[src/nand_host_pkg.sv]
// constants for the host-side NAND command sequencer
// assumes a 200 MHz system clock and an APB software port
package nand_host_pkg;
  localparam int CLK_MHZ = 200;
  // register byte offsets
  localparam logic [7:0] OFS_CTRL = 8'h00;
  localparam logic [7:0] OFS_CMD = 8'h04;
  localparam logic [7:0] OFS_ADDR = 8'h08;
  localparam logic [7:0] OFS_STAT = 8'h0C;
  localparam logic [7:0] OFS_DATA = 8'h10;
  // ctrl fields
  localparam int CTRL_WPN_BIT = 0;
  localparam int CTRL_CEN_BIT = 1;
  // cmd fields: [7:0] opcode, [10:8] address cycles, [11] read one byte
  localparam int CMD_NADDR_LSB = 8;
  localparam int CMD_RD_BIT = 11;
  // opcodes
  localparam logic [7:0] OP_RESET = 8'hFF;
  localparam logic [7:0] OP_STATUS = 8'h70;
  localparam logic [7:0] OP_STATUS_ENH = 8'h78;
  // timing
  localparam int STROBE_NS = 25;
  localparam int STROBE_CYC = (STROBE_NS * CLK_MHZ + 999) / 1000;
  localparam int PWRUP_US = 100;
  localparam int PWRUP_CYC = PWRUP_US * CLK_MHZ;
  localparam int WW_NS = 100;
  localparam int WW_CYC = (WW_NS * CLK_MHZ + 999) / 1000;
endpackage

[src/nand_host_ctrl.sv]
// host controller driving the NAND async pins from APB registers
// assumes APB master on the same clock and a pulled-up ready/busy line
`timescale 1ns/1ps
module nand_host_ctrl
  import nand_host_pkg::*;
#(
  parameter int PWRUP_CYCLES = PWRUP_CYC
) (
  input wire logic REF_CLK_I,
  input wire logic RST_I,
  input wire logic PSEL_I,
  input wire logic PENABLE_I,
  input wire logic PWRITE_I,
  input wire logic [7:0] PADDR_I,
  input wire logic [31:0] PWDATA_I,
  output logic [31:0] PRDATA_O,
  output logic PREADY_O,
  output logic PSLVERR_O,
  output logic CHIP_ENABLE_N_O,
  output logic CMD_LATCH_O,
  output logic ADDR_LATCH_O,
  output logic WRITE_STROBE_N_O,
  output logic READ_STROBE_N_O,
  output logic WRITE_PROTECT_N_O,
  input wire logic [7:0] IO_I,
  output logic [7:0] IO_O,
  output logic [7:0] IO_OE_O,
  input wire logic READY_BUSY_N_I
);
  typedef enum logic [5:0] {
    S_PWR = 6'h01,
    S_IDLE = 6'h02,
    S_CMD = 6'h04,
    S_ADR = 6'h08,
    S_RD = 6'h10,
    S_GAP = 6'h20
  } state_t;

  state_t state_r;
  logic [31:0] cnt_r;
  logic [7:0] op_r;
  logic [2:0] nadr_r;
  logic [2:0] ai_r;
  logic rd_r;
  logic [39:0] addr_r;
  logic [7:0] data_r;
  logic wpn_r;
  logic cen_r;
  logic reset_done_r;
  logic busy_cmd;
  logic wr_acc;
  logic strobe_lo;

  // opcodes a busy target still takes: status reads and reset
  function automatic logic busy_ok(input logic [7:0] op);
    logic ok;
    ok = (op == OP_STATUS) || (op == OP_STATUS_ENH) || (op == OP_RESET);
    return ok;
  endfunction

  assign wr_acc = PSEL_I && PENABLE_I && PWRITE_I;
  assign PREADY_O = 1'b1;
  // a command can only be queued while idle; otherwise it errors
  // array, lock and otp opcodes are refused with an error while the target is busy
  assign busy_cmd = (state_r != S_IDLE) ||
                    (!READY_BUSY_N_I && PADDR_I == OFS_CMD &&
                     !busy_ok(PWDATA_I[7:0]));
  assign PSLVERR_O = PSEL_I && PENABLE_I &&
                     ((PWRITE_I && PADDR_I == OFS_CMD && busy_cmd) ||
                      (PADDR_I > OFS_DATA));
  assign strobe_lo = cnt_r < 32'(STROBE_CYC);

  always_comb begin
    unique case (PADDR_I)
      OFS_CTRL: PRDATA_O = {30'h0, cen_r, wpn_r};
      OFS_ADDR: PRDATA_O = addr_r[31:0];
      OFS_STAT: PRDATA_O = {28'h0, reset_done_r, READY_BUSY_N_I, state_r == S_IDLE,
                            state_r == S_PWR};
      OFS_DATA: PRDATA_O = {24'h0, data_r};
      default: PRDATA_O = 32'h0000_0000;
    endcase
  end

  // write protect held low until software lifts it after power-up
  always_ff @(posedge REF_CLK_I or posedge RST_I) begin
    if (RST_I) begin
      wpn_r <= 1'b0;
      cen_r <= 1'b1;
      addr_r <= 40'h0;
    end else if (wr_acc) begin
      // change only while target ready and sequencer idle
      if (PADDR_I == OFS_CTRL && state_r == S_IDLE && READY_BUSY_N_I) begin
        wpn_r <= PWDATA_I[CTRL_WPN_BIT];
        cen_r <= PWDATA_I[CTRL_CEN_BIT];
      end
      if (PADDR_I == OFS_ADDR) addr_r <= {8'h0, PWDATA_I};
    end
  end

  always_ff @(posedge REF_CLK_I or posedge RST_I) begin
    if (RST_I) begin
      state_r <= S_PWR;
      cnt_r <= 32'h0;
      op_r <= 8'h00;
      nadr_r <= 3'h0;
      ai_r <= 3'h0;
      rd_r <= 1'b0;
      data_r <= 8'h00;
      reset_done_r <= 1'b0;
    end else begin
      unique case (state_r)
        S_PWR: begin
          // hold off until supply settled and line reads ready
          if (cnt_r >= 32'(PWRUP_CYCLES) && READY_BUSY_N_I) begin
            state_r <= S_IDLE;
            cnt_r <= 32'h0;
          end else cnt_r <= cnt_r + 32'h1;
        end
        S_IDLE: begin
          // cache, two-plane and lock sequences are left to software
          if (wr_acc && PADDR_I == OFS_CMD && !busy_cmd) begin
            // first command after power-up is forced to reset
            op_r <= reset_done_r ? PWDATA_I[7:0] : OP_RESET;
            nadr_r <= reset_done_r ? PWDATA_I[CMD_NADDR_LSB +: 3] : 3'h0;
            rd_r <= reset_done_r && PWDATA_I[CMD_RD_BIT];
            reset_done_r <= 1'b1;
            ai_r <= 3'h0;
            cnt_r <= 32'h0;
            state_r <= S_CMD;
          end else if (wr_acc && PADDR_I == OFS_CTRL && READY_BUSY_N_I &&
                       PWDATA_I[CTRL_WPN_BIT] != wpn_r) begin
            // pin moved: hold off the next command for the settle time
            cnt_r <= 32'h0;
            state_r <= S_GAP;
          end
        end
        S_CMD, S_ADR: begin
          if (cnt_r == 32'(2 * STROBE_CYC - 1)) begin
            cnt_r <= 32'h0;
            if (state_r == S_CMD && nadr_r != 3'h0) state_r <= S_ADR;
            else if (state_r == S_ADR && ai_r + 3'h1 < nadr_r) ai_r <= ai_r + 3'h1;
            else state_r <= rd_r ? S_RD : S_GAP;
          end else cnt_r <= cnt_r + 32'h1;
        end
        S_RD: begin
          if (cnt_r == 32'(STROBE_CYC - 1)) data_r <= IO_I;
          if (cnt_r == 32'(2 * STROBE_CYC - 1)) begin
            cnt_r <= 32'h0;
            state_r <= S_GAP;
          end else cnt_r <= cnt_r + 32'h1;
        end
        S_GAP: begin
          if (cnt_r == 32'(WW_CYC - 1)) begin
            cnt_r <= 32'h0;
            state_r <= S_IDLE;
          end else cnt_r <= cnt_r + 32'h1;
        end
        default: state_r <= S_PWR;
      endcase
    end
  end

  // pin drive from flops; strobe low in first half of each slot
  always_ff @(posedge REF_CLK_I or posedge RST_I) begin
    if (RST_I) begin
      CHIP_ENABLE_N_O <= 1'b1;
      CMD_LATCH_O <= 1'b0;
      ADDR_LATCH_O <= 1'b0;
      WRITE_STROBE_N_O <= 1'b1;
      READ_STROBE_N_O <= 1'b1;
      IO_O <= 8'h00;
      IO_OE_O <= 8'h00;
      WRITE_PROTECT_N_O <= 1'b0;
    end else begin
      WRITE_PROTECT_N_O <= wpn_r;
      CHIP_ENABLE_N_O <= cen_r && (state_r == S_IDLE || state_r == S_PWR);
      CMD_LATCH_O <= state_r == S_CMD;
      ADDR_LATCH_O <= state_r == S_ADR;
      WRITE_STROBE_N_O <= !((state_r == S_CMD || state_r == S_ADR) && strobe_lo);
      READ_STROBE_N_O <= !(state_r == S_RD && strobe_lo);
      IO_OE_O <= (state_r == S_CMD || state_r == S_ADR) ? 8'hFF : 8'h00;
      IO_O <= (state_r == S_ADR) ? addr_r[ai_r * 8 +: 8] : op_r;
    end
  end

  cmd_strobe_a: assert property (@(posedge REF_CLK_I) disable iff (RST_I)
    !WRITE_STROBE_N_O |->
      (CMD_LATCH_O ^ ADDR_LATCH_O) && READ_STROBE_N_O)
    else $error("write strobe without single latch");
  rd_latch_a: assert property (@(posedge REF_CLK_I) disable iff (RST_I)
    !READ_STROBE_N_O |->
      !CMD_LATCH_O && !ADDR_LATCH_O && !CHIP_ENABLE_N_O)
    else $error("read strobe with latch high");
  pwr_wait_a: assert property (@(posedge REF_CLK_I) disable iff (RST_I)
    state_r == S_PWR && cnt_r < 32'(PWRUP_CYCLES) |=>
      state_r == S_PWR)
    else $error("left power-up wait early");
  rb_wait_a: assert property (@(posedge REF_CLK_I) disable iff (RST_I)
    state_r == S_PWR && !READY_BUSY_N_I |=>
      state_r == S_PWR)
    else $error("left power-up while line busy");
  first_reset_a: assert property (@(posedge REF_CLK_I) disable iff (RST_I)
    $rose(reset_done_r) |->
      op_r == OP_RESET)
    else $error("first command not reset");
  wp_stable_a: assert property (@(posedge REF_CLK_I) disable iff (RST_I)
    $changed(wpn_r) |->
      $past(READY_BUSY_N_I) && $past(state_r) == S_IDLE)
    else $error("write protect moved while busy");
  wp_gap_a: assert property (@(posedge REF_CLK_I) disable iff (RST_I)
    $changed(wpn_r) |->
      state_r == S_GAP && cnt_r == 32'h0)
    else $error("no settle gap after write protect");
  gap_len_a: assert property (@(posedge REF_CLK_I) disable iff (RST_I)
    state_r == S_GAP && cnt_r < 32'(WW_CYC - 1) |=>
      state_r == S_GAP)
    else $error("gap too short");
  wp_pin_a: assert property (@(posedge REF_CLK_I) disable iff (RST_I)
    $changed(WRITE_PROTECT_N_O) |->
      !CMD_LATCH_O && !ADDR_LATCH_O)
    else $error("write protect moved inside a cycle");
  addr_count_a: assert property (@(posedge REF_CLK_I) disable iff (RST_I)
    state_r == S_ADR |->
      ai_r < nadr_r)
    else $error("address cycle overrun");
  wp_powerup_a: assert property (@(posedge REF_CLK_I) disable iff (RST_I)
    state_r == S_PWR |->
      !wpn_r)
    else $error("write protect high during power-up");
  // five samples low matches the strobe half slot
  wr_width_a: assert property (@(posedge REF_CLK_I) disable iff (RST_I)
    $fell(WRITE_STROBE_N_O) |->
      !WRITE_STROBE_N_O [*5] ##1 WRITE_STROBE_N_O)
    else $error("write strobe width wrong");
  rd_width_a: assert property (@(posedge REF_CLK_I) disable iff (RST_I)
    $fell(READ_STROBE_N_O) |->
      !READ_STROBE_N_O [*5] ##1 READ_STROBE_N_O)
    else $error("read strobe width wrong");
  ce_low_a: assert property (@(posedge REF_CLK_I) disable iff (RST_I)
    !WRITE_STROBE_N_O |->
      !CHIP_ENABLE_N_O)
    else $error("write strobe with chip enable high");
  io_drive_a: assert property (@(posedge REF_CLK_I) disable iff (RST_I)
    !WRITE_STROBE_N_O |->
      IO_OE_O == 8'hFF)
    else $error("bus not driven under write strobe");
  io_float_a: assert property (@(posedge REF_CLK_I) disable iff (RST_I)
    !READ_STROBE_N_O |->
      IO_OE_O == 8'h00)
    else $error("bus driven under read strobe");
  busy_refuse_a: assert property (@(posedge REF_CLK_I) disable iff (RST_I)
    wr_acc && PADDR_I == OFS_CMD && !READY_BUSY_N_I && !busy_ok(PWDATA_I[7:0]) |->
      PSLVERR_O)
    else $error("array command taken while busy");
  status_ok_a: assert property (@(posedge REF_CLK_I) disable iff (RST_I)
    wr_acc && PADDR_I == OFS_CMD && state_r == S_IDLE && busy_ok(PWDATA_I[7:0]) |->
      !PSLVERR_O)
    else $error("status command refused");
  idle_quiet_a: assert property (@(posedge REF_CLK_I) disable iff (RST_I)
    state_r == S_IDLE && $past(state_r) == S_IDLE |->
      WRITE_STROBE_N_O && READ_STROBE_N_O && !CMD_LATCH_O && !ADDR_LATCH_O)
    else $error("pins active while idle");
  pslv_map_a: assert property (@(posedge REF_CLK_I) disable iff (RST_I)
    PSEL_I && PENABLE_I && PADDR_I > OFS_DATA |->
      PSLVERR_O)
    else $error("unmapped access not flagged");
  cov_reset_c: cover property (@(posedge REF_CLK_I) $rose(reset_done_r));
  cov_addr_c: cover property (@(posedge REF_CLK_I) state_r == S_ADR ##1 state_r == S_GAP);
  cov_read_c: cover property (@(posedge REF_CLK_I) state_r == S_RD);
  cov_wp_c: cover property (@(posedge REF_CLK_I) $changed(wpn_r));
  cov_busy_c: cover property (@(posedge REF_CLK_I) state_r == S_CMD && !READY_BUSY_N_I);
endmodule

[config.mk]
export PLATFORM = sky130hd
export DESIGN_NAME = nand_host_ctrl
export DESIGN_NICKNAME = d
export VERILOG_FILES = /design/src/nand_host_pkg.sv /design/src/nand_host_ctrl.sv
export SDC_FILE = /design/constraint.sdc
export NUM_CORES = 1
export LEC_CHECK = 0
export BUFFER_PORTS_ARGS = -buffer_cell sky130_fd_sc_hd__buf_4
export CORE_UTILIZATION = 55
export CTS_BUF_LIST = sky130_fd_sc_hd__clkbuf_8
export CTS_CLUSTER_DIAMETER = 60
export DETAILED_ROUTE_END_ITERATION = 8
export GPL_ROUTABILITY_DRIVEN = 0
export PLACE_DENSITY = 0.81
export SETUP_SLACK_MARGIN = 0.1
export SYNTH_ARGS = -nofsm -noshare
export SYNTH_HDL_FRONTEND = slang
export SYNTH_SLANG_ARGS = --single-unit
[constraint.sdc]
create_clock -name REF_CLK_I -period 9.55 [get_ports REF_CLK_I]
set_clock_uncertainty 0.1 [all_clocks]
set_input_delay 0.4775 -clock REF_CLK_I [delete_from_list [all_inputs] [get_ports REF_CLK_I]]
set_output_delay 0.4775 -clock REF_CLK_I [all_outputs]
set_load 0.05 [all_outputs]
==> metrics.cfg <==
[status]
status=finished with violations
violations=negative hold slack

[sta]
setup_viol=0
finalHoldViolations=1
fin_crit_ns=3.062
drv_slew=0
finalSetupTns_ns=0
hold_ws_ns=-0.0001722
fin_crit_sh=0.3207
slew_headroom=0.3502
rsz0062_at_grt=no
max_freq_mhz=326.6
tightest_slew_ns=0.9747
setup_ws_ns=6.488

[floorplanning]
chipHeight_um=107.5
core_mm2=0.01084
pin_count=110
die-area_mm2=0.01156
num_rows=38
die_w_um=107.5
initial_core_util=0.5649

[logic_synthesis]
yosys-top-cells-area=dfrtp_1 (43%), mux2_2 (7.7%), and2_1 (3.2%), mux4_2 (2.9%), nand2_1 (2.9%)
synth_common_cells=dfrtp_1 (106), nand2_1 (47), mux2_2 (42)
syn_nets=669
synth.most_common_cell=dfrtp_1
ys_ff_latch=111
synth_edf_count=0
avgSynthCellArea_um2=10.07
synth_top_area_cell=dfrtp_1
ys_seq_area_frac=0.4546
syn_inst=608
synth_cell_types=62
async_flop_share=1.000
syn_area_mm2=0.006123
yosys_warnings=0
synth_top_cell_area_share=0.4332
synth_top_flop_cell=dfrtp_1

[clock_tree]
h-tree-depth=3
cts_setup_buffers=0
hold_buffers=0
cts_max_path_buffers=2
cts-root-buf=clkbuf_8
numCtsBuffers=9
insertion_delay_ns=0.37
clock_sinks=111
cts.clk_slew.worst_paths_ns=0.10
cts_resized=0
tritoncts=built

[final_layout]
antenna_cells=0
final-seq-area_mm2=0.002784
fin_util=0.6572
fill_cells=871
synthToLayoutAreaGrowth_pct=16.35
nets=744
drive_gt1_frac=0.2863
multi_input_area_mm2=0.002979

[drt]
drc=0
wirelength_um=15190
drtIter0Drc=417
wl_per_cell_um=18.34
wl_met2_um=7245
drtAntennaViolNets=0
wl_met3_um=981
num_vias=5103
highest_layer=met4
first_pass_iters=5
avgViaCountPerCell=6.163
m1WireLength_um=6768

[place]
place_hpwl_um=10920
preCtsSetupSlack_ns=6.352
port_buffers=108

[power_and_ir_drop]
power.leakage_nw=3.326
power_density_mw_per_mm2=183.5
ir_worst_vdd_mv=0.1389
power_w=0.001308

[grt]
grt-ovfl-total=0
first_global_vias=4970
grt_pass1_wl_um=25140
gr-usage-all-layers=0.2774
antenna_found_initial=0
grt_max_degree=79

[setup_path]
required_ns=9.68
timing.rr.end=state_r[3]
rr_startpoint=state_r[4]
ff2ff_path_depth=7
worstPathMaxFanout=33
cp-start-kind=flip-flop
r2r_slack_ns=6.49
crit_arrival_ns=3.19
end_kind=flip-flop
crit_type=reg -> reg

[flow_run]
drv_cap=0

[hold_path]
hp-class=in -> async

cells in the final DEF, fill, tap and decap left out, types with 7 or more instances in the layout:
master / instances
o21ai_0: 35
nand4_1: 17
ha_1: 7
a22o_1: 19
nor2_1: 25
nor4_1: 10
dfrtp_1: 106
and3_1: 11
a21oi_1: 15
and2_1: 31
a22oi_1: 15
nor2b_1: 13
nor3_1: 11
clkbuf_8: 11
mux2_2: 42
mux4_2: 8
nand2_1: 47
buf_4: 113
nand3_1: 24
inv_1: 25
a21o_1: 9
kinds of logic (layout without fill, tap and decap cells):
logic type      Yosys count  in the layout  share of synthesized area
fa+ha+maj                 7              7                    0.01430
buf+inv                  75            155                    0.05946
xor+xnor                  5              5                   0.007153
mux                      54             54                     0.1134
compound gates          138            138                     0.1561
simple gates            217            217                     0.1943
flops                   111            111                     0.4546
other cells               1              1                  0.0006124
flip-flops by register name, indices dropped and copies added (netlist names), 3 cells and up:
register / cells
ai_r: 3
state_r: 6
cnt_r: 32
op_r: 8
data_r: 8
addr_r: 32
IO_O: 8
nadr_r: 3
layout make-up:
class | instances | share of cell area
clock buffer | 11 | 0.02125
timing repair buffer | 113 | 0.1191
inverter | 26 | 0.01405
multi-input combinational | 422 | 0.4182
tap | 140 | 0.02459
clock inverter | 5 | 0.01212
sequential | 111 | 0.3908
critical path: stages (launching register included):
cell and delay [ns]:
dfrtp_1 0.49, nor2_1 0.42, nand4b_1 0.29, nand3_1 0.38, o21ai_2 0.10, buf_4 0.26, nor2b_1 0.69, o21ai_0 0.19
routing by layer:
metal,GRT usage,up-vias
li1,-,2356
met1,0.3966,2507
met2,0.4281,220
met3,0.05327,20
met4,0.08415,0
met5,0,-
metrics by stage:
step                      hold WS [ns]  cell area [um^2]  std cells
after floorplan                 0.3074              6123        608
after global placement          0.3519              6887        812
after detailed placement        0.3457              6887        812
after CTS                     0.008499              7124        828
after global routing           0.01276              7124        828
final                       -0.0001722              7124        828
power breakdown:
group	switching (W)	total, W	internal, W
Combinational	0.000277	0.000417	0.000139
Clock	0.000161	0.000326	0.000165
Sequential	0.0000601	0.000565	0.000505
Total	0.000499	0.00131	0.000809
worst max path at each step:
stage                     from      endpoint  cells past startpoint
global placement    PADDR_I[5]    state_r[3]                      8
floorplan                RST_I  ADDR_LATCH_O                      1
finish              state_r[4]    state_r[3]                      7
CTS                 state_r[4]    state_r[3]                      7
detailed placement  PADDR_I[5]    state_r[3]                      8
global route        state_r[4]    state_r[3]                      7
Note: power is estimated with default switching activity, not from simulation.
